File: config.mk
export PLATFORM = sky130hd
export DESIGN_NAME = tmr_top
export DESIGN_NICKNAME = d
export VERILOG_FILES = /design/src/hdl/tmr_pkg.sv /design/src/hdl/tmr_presc.sv /design/src/hdl/tmr_capin.sv /design/src/hdl/tmr_top.sv
export SDC_FILE = /design/constraint.sdc
export NUM_CORES = 1
export LEC_CHECK = 0
export BUFFER_PORTS_ARGS = -buffer_cell sky130_fd_sc_hd__clkbuf_2
export CORE_MARGIN = 4
export CORE_UTILIZATION = 45
export DETAILED_ROUTE_END_ITERATION = 16
export GPL_ROUTABILITY_DRIVEN = 0
export SLEW_MARGIN = 10
export SYNTH_ARGS = -nofsm -noshare
export SYNTH_HDL_FRONTEND = slang
export SYNTH_SLANG_ARGS = --single-unit
File: constraint.sdc
create_clock -name aclk -period 2.9 [get_ports aclk]
set_input_delay 0.29 -clock aclk [delete_from_list [all_inputs] [get_ports aclk]]
set_output_delay 0.29 -clock aclk [all_outputs]
set_load 0.1 [all_outputs]
File: src/hdl/tmr_pkg.sv
/*
  constants shared by the single-channel up timer: register map, fields,
  reset values and modes.
  assumes a 32-bit axi4-lite slave with word-aligned registers.
*/
package tmr_pkg;
  localparam logic [7:0] OFS_CTRL   = 8'h00;
  localparam logic [7:0] OFS_INTEN  = 8'h0C;
  localparam logic [7:0] OFS_FLAGS  = 8'h10;
  localparam logic [7:0] OFS_EVGEN  = 8'h14;
  localparam logic [7:0] OFS_CHCTL  = 8'h18;
  localparam logic [7:0] OFS_CHOUT  = 8'h20;
  localparam logic [7:0] OFS_COUNT  = 8'h24;
  localparam logic [7:0] OFS_PRESC  = 8'h28;
  localparam logic [7:0] OFS_RELOAD = 8'h2C;
  localparam logic [7:0] OFS_CHVAL  = 8'h34;
  localparam int BIT_RUN    = 0;
  localparam int BIT_UPDATE_DISABLE_BIT  = 1;
  localparam int BIT_UPFLAG = 0;
  localparam int BIT_CHFLAG = 1;
  localparam int BIT_OVCAP  = 9;
  localparam int BIT_UPGEN  = 0;
  localparam int BIT_CHGEN  = 1;
  localparam int BIT_CHEN   = 0;
  localparam int BIT_CHPOL  = 1;
  localparam int BIT_CHNPOL = 3;
  localparam int BIT_SHADOW = 3;
  localparam int POS_MODE   = 0;
  localparam int POS_CMPCTL = 4;
  localparam int POS_EVPSC  = 2;
  localparam int POS_FILT   = 4;
  localparam logic [15:0] RST_WORD = 16'h0000;
  localparam logic [1:0]  RESP_OKAY   = 2'b00;
  localparam logic [1:0]  RESP_SLVERR = 2'b10;
  localparam logic [2:0] CMP_FROZEN = 3'h0;
  localparam logic [2:0] CMP_SET    = 3'h1;
  localparam logic [2:0] CMP_CLEAR  = 3'h2;
  localparam logic [2:0] CMP_TOGGLE = 3'h3;
  localparam logic [2:0] CMP_LOW    = 3'h4;
  localparam logic [2:0] CMP_HIGH   = 3'h5;
  localparam logic [2:0] CMP_PWM0   = 3'h6;
  localparam logic [2:0] CMP_PWM1   = 3'h7;
endpackage

File: src/hdl/tmr_presc.sv
/*
  prescaler: turns the timer clock into one-cycle counting enables.
  assumes run and clear come from logic on the same clock.
*/
`timescale 1ns/1ns
module tmr_presc import tmr_pkg::*; #(
  parameter int W = 16
) (
  input  wire logic         aclk,
  input  wire logic         aresetn,
  input  wire logic         run,
  input  wire logic         clr,
  input  wire logic [W-1:0] div,
  output logic              tick
);
  typedef struct packed {
    logic [W-1:0] cnt;
    logic         tick;
  } st_s;
  st_s q;
  st_s d;

  always_comb begin
    d = q;
    d.tick = 1'b0;
    if (clr) begin
      d.cnt = '0; // RQ23
    end else if (run) begin // RQ5
      if (q.cnt >= div) begin // RQ3
        d.cnt = '0;
        d.tick = 1'b1;
      end else begin
        d.cnt = q.cnt + 1'b1;
      end
    end
  end

  always_ff @(posedge aclk) begin
    if (!aresetn) begin
      q <= '0;
    end else begin
      q <= d;
    end
  end

  assign tick = q.tick;

  AST_NO_TICK_STOPPED: assert property (@(posedge aclk) disable iff (!aresetn)
    !$past(run) && !$past(clr) |-> !tick) else $error("tick while stopped"); // RQ5
endmodule

File: src/hdl/tmr_capin.sv
/*
  capture input stage: synchroniser, filter, edge select, event prescaler.
  assumes chan_in is asynchronous to aclk.
*/
`timescale 1ns/1ns
module tmr_capin import tmr_pkg::*; (
  input  wire logic       aclk,
  input  wire logic       aresetn,
  input  wire logic       chan_in,
  input  wire logic [3:0] filt,
  input  wire logic       pol,
  input  wire logic       npol,
  input  wire logic [1:0] evpsc,
  input  wire logic       en,
  output logic            cap
);
  typedef struct packed {
    logic [1:0]  sync;
    logic        filt_lvl;
    logic [15:0] fcnt;
    logic        prev;
    logic [2:0]  ecnt;
    logic        cap;
  } st_s;
  st_s q;
  st_s d;
  logic raw;
  logic edge_ok;
  logic [3:0] need;

  always_comb begin
    d = q;
    d.sync = {q.sync[0], chan_in}; // RQ9
    raw = q.sync[1];
    if (raw == q.filt_lvl) begin
      d.fcnt = '0;
    end else if (q.fcnt >= {12'h000, filt}) begin // RQ9
      d.filt_lvl = raw;
      d.fcnt = '0;
    end else begin
      d.fcnt = q.fcnt + 16'h0001;
    end
    d.prev = q.filt_lvl;
    // both-edges when both polarity bits set; rising unless pol alone
    if (pol && npol) begin
      edge_ok = q.filt_lvl != q.prev;
    end else if (pol) begin
      edge_ok = !q.filt_lvl && q.prev;
    end else begin
      edge_ok = q.filt_lvl && !q.prev;
    end
    need = 4'h1 << evpsc;
    d.cap = 1'b0;
    if (!en) begin
      d.ecnt = '0;
    end else if (edge_ok) begin
      if ({1'b0, q.ecnt} + 4'h1 >= need) begin // RQ9
        d.ecnt = '0;
        d.cap = 1'b1;
      end else begin
        d.ecnt = q.ecnt + 3'h1;
      end
    end
  end

  always_ff @(posedge aclk) begin
    if (!aresetn) begin
      q <= '0;
    end else begin
      q <= d;
    end
  end

  assign cap = q.cap;

  AST_CAP_NEEDS_EN: assert property (@(posedge aclk) disable iff (!aresetn)
    cap |-> $past(en)) else $error("capture without enable"); // RQ9
endmodule

File: src/hdl/tmr_top.sv
/*
  single-channel 16-bit up timer with axi4-lite register slave.
  assumes one 50 MHz clock; channel input is an asynchronous pin.
*/
// Functional notes
// RQ1 - 16-bit counter counts up, wraps at reload
// RQ2 - overflow past reload makes update event
// RQ3 - counting clock divided by one to 65536
// RQ4 - new prescale used from next update
// RQ5 - prescaler runs only while run bit set
// RQ6 - update-generate bit zeroes counter, makes update
// RQ7 - update-disable blocks updates and shadow loads
// RQ8 - update loads reload and prescale working copies
// RQ9 - input synchronised, filtered, edge-selected, prescaled
// RQ10 - capture stores counter, sets flag, interrupt
// RQ11 - channel value read-only in input mode
// RQ12 - capture with flag set sets overcapture
// RQ13 - event-generate bit forces channel event
// RQ14 - compare match sets flag, interrupt if enabled
// RQ15 - frozen, set, clear, toggle on match
// RQ16 - modes four, five force inactive, active
// RQ17 - pwm modes: period reload, duty value
// RQ18 - pwm0 value above reload stays active
// RQ19 - pwm0 value zero stays inactive
// RQ20 - debug halt with hold bit freezes counter
// RQ21 - pwm0 active below value; pwm1 inverse
// RQ22 - shadowed channel value loads on update
// RQ23 - soft update clears prescaler, self-clears bit
// RQ24 - hardware sets flags, software clears them
// RQ25 - polarity inverts enabled output pin
// RQ26 - reset: stopped, zero, flags clear, frozen
`timescale 1ns/1ns
module tmr_top import tmr_pkg::*; (
  input  wire logic        aclk,
  input  wire logic        aresetn,
  input  wire logic [7:0]  s_axi_awaddr,
  input  wire logic        s_axi_awvalid,
  output logic             s_axi_awready,
  input  wire logic [31:0] s_axi_wdata,
  input  wire logic [3:0]  s_axi_wstrb,
  input  wire logic        s_axi_wvalid,
  output logic             s_axi_wready,
  output logic [1:0]       s_axi_bresp,
  output logic             s_axi_bvalid,
  input  wire logic        s_axi_bready,
  input  wire logic [7:0]  s_axi_araddr,
  input  wire logic        s_axi_arvalid,
  output logic             s_axi_arready,
  output logic [31:0]      s_axi_rdata,
  output logic [1:0]       s_axi_rresp,
  output logic             s_axi_rvalid,
  input  wire logic        s_axi_rready,
  input  wire logic        channel_input,
  input  wire logic        core_halted,
  input  wire logic        debug_hold_bit,
  output logic             chan_out,
  output logic             chan_out_en,
  output logic             update_irq,
  output logic             channel_irq
);
  typedef struct packed {
    logic        awready;
    logic        wready;
    logic        arready;
    logic        aw_got;
    logic [7:0]  aw_addr;
    logic        w_got;
    logic [31:0] w_data;
    logic [3:0]  w_strb;
    logic        bvalid;
    logic [1:0]  bresp;
    logic        rvalid;
    logic [31:0] rdata;
    logic [1:0]  rresp;
    logic        counter_run_bit;
    logic        update_disable_bit;
    logic        update_irq_en;
    logic        channel_interrupt_enable;
    logic        update_flag;
    logic        channel_flag;
    logic        channel_over_capture_flag;
    logic        update_generate_bit;
    logic        channel_event_generate_bit;
    logic [1:0]  channel_mode_select;
    logic        compare_shadow_enable;
    logic [2:0]  compare_control_field;
    logic [3:0]  capture_filter_setting;
    logic [1:0]  cap_evpsc;
    logic        channel_output_enable;
    logic        channel_polarity_bit;
    logic        complementary_polarity_bit;
    logic [15:0] count;
    logic [15:0] prescale_setting;
    logic [15:0] prescale_value;
    logic [15:0] reload_value_register;
    logic [15:0] reload_work;
    logic [15:0] channel_value;
    logic [15:0] cmp_work;
    logic        output_reference;
    logic        pin;
    logic        pin_en;
    logic        uirq;
    logic        cirq;
  } st_s;
  st_s q;
  st_s d;

  logic tick;
  logic cap_raw;
  logic presc_clr;
  logic is_input;

  function automatic logic [31:0] merge(input logic [31:0] old, input logic [31:0] nw,
                                         input logic [3:0] strb);
    logic [31:0] r;
    r = old;
    for (int i = 0; i < 4; i++) begin
      if (strb[i]) begin
        r[i*8 +: 8] = nw[i*8 +: 8];
      end
    end
    return r;
  endfunction

  function automatic logic known(input logic [7:0] a);
    return a == OFS_CTRL || a == OFS_INTEN || a == OFS_FLAGS || a == OFS_EVGEN ||
           a == OFS_CHCTL || a == OFS_CHOUT || a == OFS_COUNT || a == OFS_PRESC ||
           a == OFS_RELOAD || a == OFS_CHVAL;
  endfunction

  assign presc_clr = q.update_generate_bit;
  assign is_input  = q.channel_mode_select != 2'b00;

  tmr_presc #(.W(16)) u_presc (
    .aclk    (aclk),
    .aresetn (aresetn),
    .run     (q.counter_run_bit && !(core_halted && debug_hold_bit)), // RQ20
    .clr     (presc_clr),
    .div     (q.prescale_value),
    .tick    (tick)
  );

  tmr_capin u_capin (
    .aclk    (aclk),
    .aresetn (aresetn),
    .chan_in (channel_input),
    .filt    (q.capture_filter_setting),
    .pol     (q.channel_polarity_bit),
    .npol    (q.complementary_polarity_bit),
    .evpsc   (q.cap_evpsc),
    .en      (q.channel_output_enable && is_input),
    .cap     (cap_raw)
  );

  always_comb begin
    logic [31:0] wv;
    logic        wr;
    logic        upd;
    logic        ch_ev;
    logic        match;
    logic        pwm_act;
    logic        do_cap;
    wv = '0;
    wr = 1'b0;
    upd = 1'b0;
    ch_ev = 1'b0;
    match = 1'b0;
    pwm_act = 1'b0;
    do_cap = 1'b0;
    d = q;
    // bus handshake: address and data taken in either order
    if (s_axi_awvalid && q.awready) begin
      d.aw_got = 1'b1;
      d.aw_addr = s_axi_awaddr;
    end
    if (s_axi_wvalid && q.wready) begin
      d.w_got = 1'b1;
      d.w_data = s_axi_wdata;
      d.w_strb = s_axi_wstrb;
    end
    if (s_axi_bvalid && s_axi_bready) d.bvalid = 1'b0;
    if (s_axi_rvalid && s_axi_rready) d.rvalid = 1'b0;
    wr = q.aw_got && q.w_got && !q.bvalid;
    d.update_generate_bit = 1'b0; // RQ23
    d.channel_event_generate_bit = 1'b0;
    // counter: advances only on a prescaler tick; the update-generate bit zeroes it without one
    if (tick) begin
      if (q.count >= q.reload_work) begin
        d.count = '0; // RQ1
        upd = !q.update_disable_bit; // RQ2 RQ7
      end else begin
        d.count = q.count + 16'h0001; // RQ1
      end
    end
    if (q.update_generate_bit) begin
      d.count = '0; // RQ6
      upd = !q.update_disable_bit; // RQ7
    end
    if (upd) begin
      d.update_flag = 1'b1; // RQ24
      d.prescale_value = q.prescale_setting; // RQ4 RQ8
      d.reload_work = q.reload_value_register; // RQ8
      if (q.compare_shadow_enable) d.cmp_work = q.channel_value; // RQ22
    end
    if (!q.compare_shadow_enable) d.cmp_work = q.channel_value; // RQ22
    // channel events
    match = !is_input && tick && (q.count == q.cmp_work); // RQ14
    do_cap = is_input && (cap_raw || q.channel_event_generate_bit);
    ch_ev = match || cap_raw && is_input || q.channel_event_generate_bit; // RQ13
    if (do_cap) begin
      d.channel_value = q.count; // RQ10
      if (q.channel_flag) d.channel_over_capture_flag = 1'b1; // RQ12
    end
    // output reference
    pwm_act = q.count < q.cmp_work; // RQ18 RQ19 RQ21
    case (q.compare_control_field)
      CMP_FROZEN: d.output_reference = q.output_reference; // RQ15
      CMP_SET:    if (match) d.output_reference = 1'b1; // RQ15
      CMP_CLEAR:  if (match) d.output_reference = 1'b0; // RQ15
      CMP_TOGGLE: if (match) d.output_reference = !q.output_reference; // RQ15
      CMP_LOW:    d.output_reference = 1'b0; // RQ16
      CMP_HIGH:   d.output_reference = 1'b1; // RQ16
      CMP_PWM0:   d.output_reference = pwm_act; // RQ17 RQ21
      CMP_PWM1:   d.output_reference = !pwm_act; // RQ17 RQ21
      default:    d.output_reference = q.output_reference;
    endcase
    d.pin_en = q.channel_output_enable && !is_input;
    d.pin = q.output_reference ^ q.channel_polarity_bit; // RQ25
    // register writes; hardware set wins over software clear
    if (wr) begin
      d.aw_got = 1'b0;
      d.w_got = 1'b0;
      d.bvalid = 1'b1;
      d.bresp = known(q.aw_addr) ? RESP_OKAY : RESP_SLVERR;
      case (q.aw_addr)
        OFS_CTRL: begin
          wv = merge({30'h0, q.update_disable_bit, q.counter_run_bit}, q.w_data, q.w_strb);
          d.counter_run_bit = wv[BIT_RUN];
          d.update_disable_bit = wv[BIT_UPDATE_DISABLE_BIT];
        end
        OFS_INTEN: begin
          wv = merge({30'h0, q.channel_interrupt_enable, q.update_irq_en}, q.w_data, q.w_strb);
          d.update_irq_en = wv[BIT_UPFLAG];
          d.channel_interrupt_enable = wv[BIT_CHFLAG];
        end
        OFS_FLAGS: begin
          wv = merge(32'hFFFFFFFF, q.w_data, q.w_strb);
          d.update_flag = d.update_flag & (wv[BIT_UPFLAG] | upd); // RQ24
          d.channel_flag = q.channel_flag & (wv[BIT_CHFLAG] | ch_ev); // RQ24
          d.channel_over_capture_flag = d.channel_over_capture_flag
                                        & (wv[BIT_OVCAP] | (do_cap & q.channel_flag));
        end
        OFS_EVGEN: begin
          wv = merge(32'h0, q.w_data, q.w_strb);
          d.update_generate_bit = wv[BIT_UPGEN]; // RQ6
          d.channel_event_generate_bit = wv[BIT_CHGEN]; // RQ13
        end
        OFS_CHCTL: begin
          wv = merge({25'h0, q.compare_control_field, q.compare_shadow_enable, 1'b0,
                      q.channel_mode_select} | {24'h0, q.capture_filter_setting,
                      q.cap_evpsc, 2'b00}, q.w_data, q.w_strb);
          d.channel_mode_select = wv[POS_MODE +: 2];
          d.cap_evpsc = wv[POS_EVPSC +: 2];
          d.capture_filter_setting = wv[POS_FILT +: 4];
          d.compare_shadow_enable = wv[BIT_SHADOW];
          d.compare_control_field = wv[POS_CMPCTL +: 3];
        end
        OFS_CHOUT: begin
          wv = merge({28'h0, q.complementary_polarity_bit, 1'b0, q.channel_polarity_bit,
                      q.channel_output_enable}, q.w_data, q.w_strb);
          d.channel_output_enable = wv[BIT_CHEN];
          d.channel_polarity_bit = wv[BIT_CHPOL];
          d.complementary_polarity_bit = wv[BIT_CHNPOL];
        end
        OFS_COUNT:  d.count = 16'(merge({16'h0, q.count}, q.w_data, q.w_strb));
        OFS_PRESC:  d.prescale_setting = 16'(merge({16'h0, q.prescale_setting},
                                                   q.w_data, q.w_strb)); // RQ4
        OFS_RELOAD: d.reload_value_register = 16'(merge({16'h0, q.reload_value_register},
                                                        q.w_data, q.w_strb));
        OFS_CHVAL: begin
          if (!is_input) begin // RQ11
            d.channel_value = 16'(merge({16'h0, q.channel_value}, q.w_data, q.w_strb));
          end
        end
        default: d.bresp = RESP_SLVERR;
      endcase
    end
    if (ch_ev) d.channel_flag = 1'b1; // RQ10 RQ14 RQ24
    // reads
    if (s_axi_arvalid && q.arready) begin
      d.rvalid = 1'b1;
      d.rresp = known(s_axi_araddr) ? RESP_OKAY : RESP_SLVERR;
      case (s_axi_araddr)
        OFS_CTRL:   d.rdata = {30'h0, q.update_disable_bit, q.counter_run_bit};
        OFS_INTEN:  d.rdata = {30'h0, q.channel_interrupt_enable, q.update_irq_en};
        OFS_FLAGS:  d.rdata = {22'h0, q.channel_over_capture_flag, 7'h0, q.channel_flag,
                               q.update_flag};
        OFS_CHCTL:  d.rdata = {25'h0, q.compare_control_field, q.compare_shadow_enable,
                               1'b0, q.channel_mode_select} | {24'h0, q.capture_filter_setting,
                               q.cap_evpsc, 2'b00};
        OFS_CHOUT:  d.rdata = {28'h0, q.complementary_polarity_bit, 1'b0,
                               q.channel_polarity_bit, q.channel_output_enable};
        OFS_COUNT:  d.rdata = {16'h0, q.count};
        OFS_PRESC:  d.rdata = {16'h0, q.prescale_setting};
        OFS_RELOAD: d.rdata = {16'h0, q.reload_value_register};
        OFS_CHVAL:  d.rdata = {16'h0, q.channel_value};
        default:    d.rdata = '0;
      endcase
    end
    d.uirq = d.update_flag && q.update_irq_en;
    d.cirq = d.channel_flag && q.channel_interrupt_enable; // RQ10 RQ14
    d.awready = !d.aw_got;
    d.wready = !d.w_got;
    d.arready = !d.rvalid;
  end

  always_ff @(posedge aclk) begin
    if (!aresetn) begin
      q <= '0; // RQ26
    end else begin
      q <= d;
    end
  end

  assign s_axi_awready = q.awready;
  assign s_axi_wready  = q.wready;
  assign s_axi_bvalid  = q.bvalid;
  assign s_axi_bresp   = q.bresp;
  assign s_axi_arready = q.arready;
  assign s_axi_rvalid  = q.rvalid;
  assign s_axi_rdata   = q.rdata;
  assign s_axi_rresp   = q.rresp;
  assign chan_out      = q.pin;
  assign chan_out_en   = q.pin_en;
  assign update_irq    = q.uirq;
  assign channel_irq   = q.cirq;

  AST_WRAP_ZERO: assert property (@(posedge aclk) disable iff (!aresetn)
    tick && q.count >= q.reload_work && !q.update_generate_bit |=> q.count == 16'h0000)
    else $error("counter did not wrap"); // RQ1
  AST_UPD_FLAG: assert property (@(posedge aclk) disable iff (!aresetn)
    tick && q.count >= q.reload_work && !q.update_disable_bit |=> q.update_flag)
    else $error("overflow without update flag"); // RQ2
  AST_UPG_CLEAR: assert property (@(posedge aclk) disable iff (!aresetn)
    q.update_generate_bit |=> q.count == 16'h0000 && !q.update_generate_bit)
    else $error("soft update did not clear"); // RQ6
  AST_UPDATE_DISABLE_BIT_HOLD: assert property (@(posedge aclk) disable iff (!aresetn)
    q.update_disable_bit |=> $stable(q.reload_work) && $stable(q.prescale_value))
    else $error("shadow loaded while updates disabled"); // RQ7
  AST_CAP_COPY: assert property (@(posedge aclk) disable iff (!aresetn)
    cap_raw && is_input |=> q.channel_value == $past(q.count) && q.channel_flag)
    else $error("capture did not store counter"); // RQ10
  AST_RO_INPUT: assert property (@(posedge aclk) disable iff (!aresetn)
    is_input && !cap_raw && !q.channel_event_generate_bit |=> $stable(q.channel_value))
    else $error("channel value changed in input mode"); // RQ11
  AST_OVCAP: assert property (@(posedge aclk) disable iff (!aresetn)
    cap_raw && is_input && q.channel_flag |=> q.channel_over_capture_flag)
    else $error("overcapture flag missed"); // RQ12
  AST_FORCE: assert property (@(posedge aclk) disable iff (!aresetn)
    q.compare_control_field == CMP_HIGH |=> q.output_reference)
    else $error("forced high not applied"); // RQ16
  AST_HALT: assert property (@(posedge aclk) disable iff (!aresetn)
    core_halted && debug_hold_bit && $past(core_halted && debug_hold_bit)
    && !q.update_generate_bit && !(q.aw_got && q.w_got) |=> $stable(q.count))
    else $error("counter moved during debug halt"); // RQ20
endmodule

* Word level (Yosys, flattened, before mapping)
Cells that the tools add are included.
Operators by class: add/subtract/negate cells 5, $lt $le $gt $ge 5, equal/unequal tests 36, shift operators 1, mux-type cells 58, bitwise logic cells 13, reduce and logical (&&, ||, !) cells 74
Operators with widths (count):
- 16-bit two-way mux | 12
- 16-bit case mux with 9 select lines | 1
- 8-bit by 6-bit == test with 1-bit output, second input constant | 10
- 52-bit two-way mux | 1
- 16-bit by 1-bit adder with 16-bit output, second input constant | 3
- 8-bit by 5-bit == test with 1-bit output, second input constant | 6
- 8-bit two-way mux | 5
- 37-bit two-way mux | 1
- 35-bit two-way mux | 1
- 16-bit greater-or-equal comparator | 2
- 3-bit AND reduction | 8
- 2-bit two-way mux | 11
- 1-bit logical OR | 21
- 1-bit logical AND | 20
- 1-bit two-way mux | 18
- 16-bit == test | 1
- 8-bit by 4-bit == test with 1-bit output, second input constant | 2
- 16-bit by 4-bit greater-or-equal comparator with 1-bit output | 1
- 8-bit logical NOT | 2
- 16-bit less-than comparator | 1
- 3-bit == test, second input constant | 4
- 12-bit two-way mux | 1
- 3-bit two-way mux | 4
- 1-bit logical NOT | 11
- other kinds (27) | 45
Storage, ports and cells: register bits 269, input bits 62, output and inout port bits 45, word-level logic and storage cells 246

* Longest topological paths before layout
Gate-level depths: netlist of the first run.
depth after elaboration 13, mapped depth 10, depth with buffers taken out 8

* Cells and area by module
A second synthesis of the first run with hierarchy kept.
Second synthesis, totals: cell total of the unflattened synthesis 1335, area total of the unflattened synthesis 11547.3 um^2
Modules (own cells, without submodules):
- tmr_top | instances 1, cells each 1102, area each 9322.7 um^2, sequential area each 3763.6 um^2
- tmr_presc | instances 1, cells each 139, area each 1183.6 um^2, sequential area each 340.3 um^2
- tmr_capin | instances 1, cells each 94, area each 1041.0 um^2, sequential area each 480.5 um^2

* Least setup slack after synthesis of the first run
OpenSTA, ideal clock, no wires.
path type register -> register, start reg q (netlist bit s_axi_bvalid), end reg q[112] (netlist name), setup time 0.086 ns, data arrival time 2.272 ns, data required time 2.814 ns, path slack 0.541 ns, stages on the path, launching flop included 7, path buffers 1, period minus slack after synthesis 2.359 ns, path through dfxtp_1 -> and3b_2 -> and4_1 -> buf_4 -> nor3_2 -> nor2_4 -> a221oi_2
Between the ends: word-level cells in the longest chain between the ends 3, elaborated cells on any way between the ends 4, those cells by class eq/ne: 1; mux: 1; reduce/logical: 2
Ends and longest elaborated chain:
- start, declared | RTL line tmr_top.sv:105 | st_s q;
- start signal, assigned | RTL line tmr_top.sv:319 | q <= '0;
- start signal, assigned | RTL line tmr_top.sv:321 | q <= d;
- 1-bit logical NOT * | RTL line tmr_top.sv:183 | wr = q.aw_got && q.w_got && !q.bvalid;
- 1-bit logical AND * | RTL line tmr_top.sv:183
- 3-bit inequality test (no source line) or 52-bit two-way mux (tied branches)
Mark *: on every way between the ends. The rest lies on a longest branch, timed or not. A chain may end at the register's enable or synchronous reset.

* Final worst setup path of the first run
start reg q[113] (netlist name), end reg q[112] (netlist name)
Between the ends: word-level cells in the longest chain between the ends 6
Ends and longest elaborated chain:
- 16-bit greater-or-equal comparator * | RTL line tmr_top.sv:188 | if (q.count >= q.reload_work) begin
- 16-bit two-way mux * | RTL line tmr_top.sv:188
- 16-bit two-way mux * | RTL line tmr_top.sv:187 | if (tick) begin
- 16-bit two-way mux * | RTL line tmr_top.sv:195 | if (q.update_generate_bit) begin
- 16-bit two-way mux | RTL line tmr_top.sv:235 | case (q.aw_addr)
- 52-bit two-way mux * | RTL line tmr_top.sv:230 | if (wr) begin
Marked as above.

==> results_dict.tcl, run 1 <==
set metrics [dict create \
    worstSetupPathType "flop to flop" \
    yosysTopAreaCellShare_pct 39.74 \
    startpoint_type "flop" \
    top_usage_layer "met2" \
    drc 0 \
    drt-initial-drc-count 788 \
    synth_top_family_by_area "simple AND/OR/NAND/NOR gates" \
    wl_per_cell_um 18.50 \
    nets 1555 \
    grt_pass1_wl_um 52400 \
    postSynthCellCount 1346 \
    hold_ws_ns 0.01065 \
    layout-drive-gt1-share_pct 12.44 \
    syn_to_final_growth_pct 14.72 \
    multiInputGateArea_sq_um 6220 \
    synth-simple-area-share_pct 20.88 \
    cp_max_fo 9 \
    layout_commonest_cell "dfxtp_1" \
    htreeDepth 1 \
    place_area_sq_um 12140 \
    cp_data_required_time_ns 3.35 \
    cts.repair.resized 0 \
    die-area_sq_um 28260 \
    status "finished, final reports clean" \
    vias_per_cell 5.571 \
    syn_avg_cell_area_sq_um 8.571 \
    dp_hpwl_um 23630 \
    yosysWarnings 0 \
    drtAntennaViolNets 0 \
    cts_sinks 229 \
    synth.area.top_cells "dfxtp_1 40%, mux2i_1 9.1%, ha_1 6.7%, nand2_1 6.7%, nor2_1 4.4%" \
    tritoncts "built" \
    synth_edf_count 0 \
    design.core.area_sq_um 25180 \
    syn_area_sq_um 11540 \
    start_util_pct 45.81 \
    async_flop_share_pct 0 \
    arrival_ns 2.94 \
    max_cap_violations 0 \
    numCtsBuffers 26 \
    report.final.slew_viol_count 0 \
    gr-usage-met1_pct 31.87 \
    finalClockSkew_ns 0.02265 \
    final_area_sq_um 13230 \
    grt_max_degree 73 \
    routed_wl_um 32870 \
    cts.clk_slew.worst_paths_ns 0.06 \
    synth.distinct_cells 85 \
    yosys.area.top_type "dfxtp_1" \
    rows 58 \
    seq_area_frac_synth_pct 39.74 \
    drt_pass1_iterations 6 \
    die_x_um 168.1 \
    clockBufferDepth 3 \
    ys.flop_type "dfxtp_1" \
    use_met3_pct 3.358 \
    die-height_um 168.1 \
    max_freq_mhz 402.2 \
    first_global_vias 9413 \
    clock_latency_ns 0.53 \
    fin_crit_sh_pct 85.75 \
    setup_violations 0 \
    n_antenna_cell 0 \
    min_path_type "input pin to flop" \
    rsz0062_at_grt "no" \
    muxShareOfSynthArea_pct 9.306 \
    period_needed_ns 2.487 \
    root_buffer "clkbuf_16" \
    synth_compound_area_share_pct 14.16 \
    synth_seq_cells 229 \
    final_cell_mix "229 x dfxtp_1, 205 x nand2_1, 135 x nor2_1" \
    slew_headroom_pct 35.40 \
    synth_xor_area_share_pct 1.898 \
    power_uw 6912 \
    globalRoute.totalOverflow 0 \
    worstMarginPinSlew_ns 0.9677 \
    port_buffers 70 \
    n_fill_cell 2414 \
    tns_ns 0 \
    end_kind "flop" \
    antenna_found_initial 0 \
    p_leak_uw 0.004871 \
    power_density_nw_per_um2 522.3 \
    grt_usage_pct 22.86 \
    ff_latch_area_sq_um 4584 \
    hold_violations 0 \
    vias 9899 \
    grt_use_met2_pct 36.93 \
    ioPinCount 107 \
    vdd_drop_max_v 0.0005259 \
    synthAdderAreaFrac_pct 6.725 \
]
==> cell type report <==
type / count / share of cell area [%]
Sequential cell: 229 / 34.64
Multi-Input combinational cell: 975 / 47.00
Clock inverter: 8 / 0.5484
Clock buffer: 36 / 5.890
Tap cell: 330 / 3.120
Inverter: 68 / 1.938
Timing Repair Buffer: 131 / 6.864
==> state kept, by name (all words and copies together) (netlist names), named ones only <==
register	cells
chan_out	1
chan_out_en	1
channel_irq	1
presc_clr	1
q	152
s_axi_arready	1
s_axi_awready	1
s_axi_bresp	1
s_axi_bvalid	1
s_axi_rdata	16
s_axi_rresp	1
s_axi_rvalid	1
s_axi_wready	1
u_capin.cap	1
u_capin.d	2
u_capin.q	21
u_presc.q	16
u_presc.tick	1
update_irq	1
==> power by group <==
part | internal, uW | total (uW) | switching (uW)
sequential | 3180 | 3240 | 55.0
clock | 1950 | 3260 | 1310
combinational | 101 | 413 | 312
total | 5230 | 6910 | 1680
==> per-stage QoR <==
| stage | cells | util, % | setup slack (ns) |
|---|---|---|---|
| after floorplan | 1374 | - | 0.5412 |
| after global placement | 1709 | 48.22 | 0.4581 |
| after detailed placement | 1709 | 48.22 | 0.4657 |
| after CTS | 1777 | 52.55 | 0.4442 |
| after global routing | 1777 | 52.55 | 0.2506 |
| final | 1777 | 52.55 | 0.4134 |
==> path summary, 6_finish.rpt <==
path | from | cells after the start | to | slack [ns]
max | q[113]$_SDFFE_PN0P_ | 7 | q[112]$_SDFFE_PN0P_ | 0.41
min | s_axi_awaddr[2] | 3 | q[218]$_SDFFE_PN0P_ | 0.01
max reg2reg | q[113]$_SDFFE_PN0P_ | 7 | q[112]$_SDFFE_PN0P_ | 0.41
min reg2reg | u_capin.d[23]$_SDFF_PN0_ | 1 | u_capin.q[23]$_SDFF_PN0_ | 0.44
==> cells by family after synthesis <==
family                     count (synthesis)
adders and majority gates                 62
and+or+nand+nor                          506
DFF                                      229
muxes                                    107
buffers and inverters                    170
other                                      1
xor gates and xnor gates                  25
AOI/OAI and AO/OA                        246
==> cell usage after synthesis, types with 20 or more instances <==
library cell	n
nor2_1	135
nor4_1	20
o21ai_0	45
nand3_1	20
clkbuf_1	41
inv_1	67
ha_1	62
dfxtp_1	229
mux2i_1	105
buf_4	41
nor3_1	29
a21oi_1	85
nand2_1	205
==> critical path: stages (launching register included) <==
cell and delay (ns):
dfxtp_1 0.55, ha_1 0.31, nand4_1 0.14, nor2_1 0.06
nor3_1 0.49, o2111a_1 0.43, nor2_4 0.13, a221oi_2 0.28
==> what timing repair did <==
item                      CTS  global route
hold endpoints to repair   24             0
buffers inserted            0             0
hold buffers               24             0
==> per-layer routing <==
| layer | part of all wire [%] | wire length [um] | up-vias |
|---|---|---|---|
| li1 | - | - | 4816 |
| met1 | 46 | 14960 | 4668 |
| met2 | 45 | 14650 | 346 |
| met3 | 6.8 | 2228 | 69 |
| met4 | 3.1 | 1029 | 0 |
| met5 | 0 | 0 | - |
Power figures use the tool's default switching activity.
==> inputs of run 2 (changes only) <==
--- a/config.mk
+++ b/config.mk
@@ -5,10 +5,10 @@
 export SDC_FILE = /design/constraint.sdc
 export NUM_CORES = 1
 export LEC_CHECK = 0
-export BUFFER_PORTS_ARGS = -buffer_cell sky130_fd_sc_hd__clkbuf_2
 export CORE_MARGIN = 4
 export CORE_UTILIZATION = 45
 export DETAILED_ROUTE_END_ITERATION = 16
+export DONT_BUFFER_PORTS = 1
 export GPL_ROUTABILITY_DRIVEN = 0
 export SLEW_MARGIN = 10
 export SYNTH_ARGS = -nofsm -noshare
==> run 2 against run 1 <==
  * Core utilization fell by 0.94 points
  * Cell count fell by 3.5%
  * Via count fell by 3.1%
  * Wire length fell by 1.7%
  * Power rose by 0.94%
  * Worst hold slack improved by 0.0067 ns
  * Final area fell by 1.8%
  * Worst setup slack improved by 0.11 ns
  * First-iteration DRC count rose by 2.4%
  * Critical path depth rose by 2
  * Clock power rose by 3%
==> results_dict.tcl, run 2 (synthesis results as in run 1) <==
set metrics [dict create \
    fin_cells 1715 \
    layout_commonest_cell "dfxtp_1" \
    power_density_nw_per_um2 536.8 \
    r2r_slack_ns 0.52 \
    period_needed_ns 2.380 \
    max_cap_violations 0 \
    drtAntennaViolNets 0 \
    arrival_ns 2.83 \
    hold_start "aresetn" \
    fin_crit_sh_pct 82.08 \
    holdPathEnd "u_capin.q[6]$_SDFF_PP0_" \
    largest_reg_flops 152 \
    p_leak_uw 0.004617 \
    cts_sinks 229 \
    die-area_sq_um 28260 \
    hold_ws_ns 0.01739 \
    rows 58 \
    cts.clk_slew.worst_paths_ns 0.07 \
    finalClockSkew_ns 0.02111 \
    vdd_drop_max_v 0.0004959 \
    numCtsBuffers 25 \
    startpoint_type "flop" \
    antenna_found_initial 0 \
    start_util_pct 45.81 \
    end_kind "flop" \
    grt_max_degree 134 \
    report.final.slew_viol_count 0 \
    cp_max_fo 34 \
    setup_violations 0 \
    root_buffer "clkbuf_16" \
    vias 9593 \
    max_freq_mhz 420.1 \
    r2r_cells 9 \
    vias_per_cell 5.594 \
    die-height_um 168.1 \
    tns_ns 0 \
    min_path_type "input pin to flop" \
    n_fill_cell 2388 \
    first_global_vias 8957 \
    tritoncts "built" \
    min_path_cells 2 \
    clock_latency_ns 0.54 \
    r2r-end "q[75]$_SDFFE_PN0P_" \
    drc 0 \
    routed_wl_um 32310 \
    nets 1490 \
    drt-initial-drc-count 807 \
    place_inst 1637 \
    syn_to_final_growth_pct 12.67 \
    status "finished, final reports clean" \
    fin_util_pct 51.61 \
    design.core.area_sq_um 25180 \
    port_buffers 0 \
    hold_violations 0 \
    timing.rr.start "q[101]$_SDFFE_PN0P_" \
    power_uw 6977 \
    n_antenna_cell 0 \
    layout-drive-gt1-share_pct 7.870 \
    die_x_um 168.1 \
    globalRoute.totalOverflow 0 \
    ioPinCount 107 \
    rsz0062_at_grt "no" \
    final_cell_mix "229 x dfxtp_1, 205 x nand2_1, 135 x nor2_1" \
    cts.repair.resized 0 \
    worstSetupPathType "flop to flop" \
    reg_top3 "q: 152 flops, u_capin.q: 21 flops" \
    top_register "q" \
    worstMarginPinSlew_ns 1.073 \
    htreeDepth 1 \
    slew_headroom_pct 28.17 \
    drt_pass1_iterations 5 \
    wl_per_cell_um 18.84 \
    clockBufferDepth 3 \
    dp_hpwl_um 22600 \
    grt_pass1_wl_um 50540 \
    cp_data_required_time_ns 3.35 \
    grt_usage_pct 22.13 \
]
## run 2: changes by cell type in the layout (fill, tap and decap cells not counted)
cell	before	now
clkinv_4	0	1
buf_12	3	4
inv_6	0	1
clkbuf_16	27	25
clkbuf_2	69	0
buf_16	0	1
clkbuf_1	2	4
clkinvlp_4	3	2
bufinv_16	1	4
clkbuf_8	7	4
buf_4	35	31
clkinv_2	5	6
dlygate4sd3_1	24	31
## run 2: critical path: stages, from the launching register on
cell and delay (ns):
dfxtp_1 0.37, inv_1 0.16, ha_1 0.31, nor2b_1 0.04, o21ai_0 0.21, a21oi_1 0.13, or2_1 0.28, a311oi_4 0.26
buf_12 0.30, mux2i_1 0.21
## run 2: worst max path at each step
stage,start,to,slack [ns],cells after the start
final,q[101]$_SDFFE_PN0P_,q[75]$_SDFFE_PN0P_,0.52,9
after global routing,q[113]$_SDFFE_PN0P_,q[76]$_SDFFE_PN0P_,0.36,8
after CTS,q[101]$_SDFFE_PN0P_,q[44]$_SDFFE_PN0P_,0.48,9
after detailed placement,q[101]$_SDFFE_PN0P_,q[47]$_SDFFE_PN0P_,0.52,9
after global placement,u_presc.q[1]$_SDFFE_PP0P_,u_presc.q[1]$_SDFFE_PP0P_,0.52,9
after floorplan,s_axi_bvalid$_SDFFE_PN0P_,q[112]$_SDFFE_PN0P_,0.54,6
## run 2: per-stage QoR
step / setup WS (ns) / area (sq um)
finish: 0.5197 / 13000
global route: 0.3619 / 13000
CTS: 0.4831 / 13000
detailed placement: 0.5246 / 11790
global placement: 0.5222 / 11790
floorplan: 0.5412 / 11640
## run 2: final cells by class
type	instances	area [sq um]	area share [%]
multi-input cells	975	6220	47.85
flip-flops and latches	229	4584	35.27
clock buffers	33	695.7	5.352
repair buffers	67	650.6	5.006
well taps	330	412.9	3.177
inverters	68	256.5	1.973
clock inverters	13	177.7	1.367
## run 2: report_power, final
part           switching, uW  internal [uW]
clock                   1320           2050
combinational            286           88.8
sequential              57.6           3180
total                   1660           5320
## run 2: repair_timing
action,CTS,global route
hold buffers,32,0
hold endpoints to repair,115,0
setup buffers,0,0
## run 2: routing by layer
layer  global-route usage, %  share of wire, %  up-vias
met5                       0                 0        -
met4                   6.916               3.6        0
met3                   3.804               6.7       66
met2                   35.41                45      341
met1                   30.63                45     4485
li1                        -                 -     4701
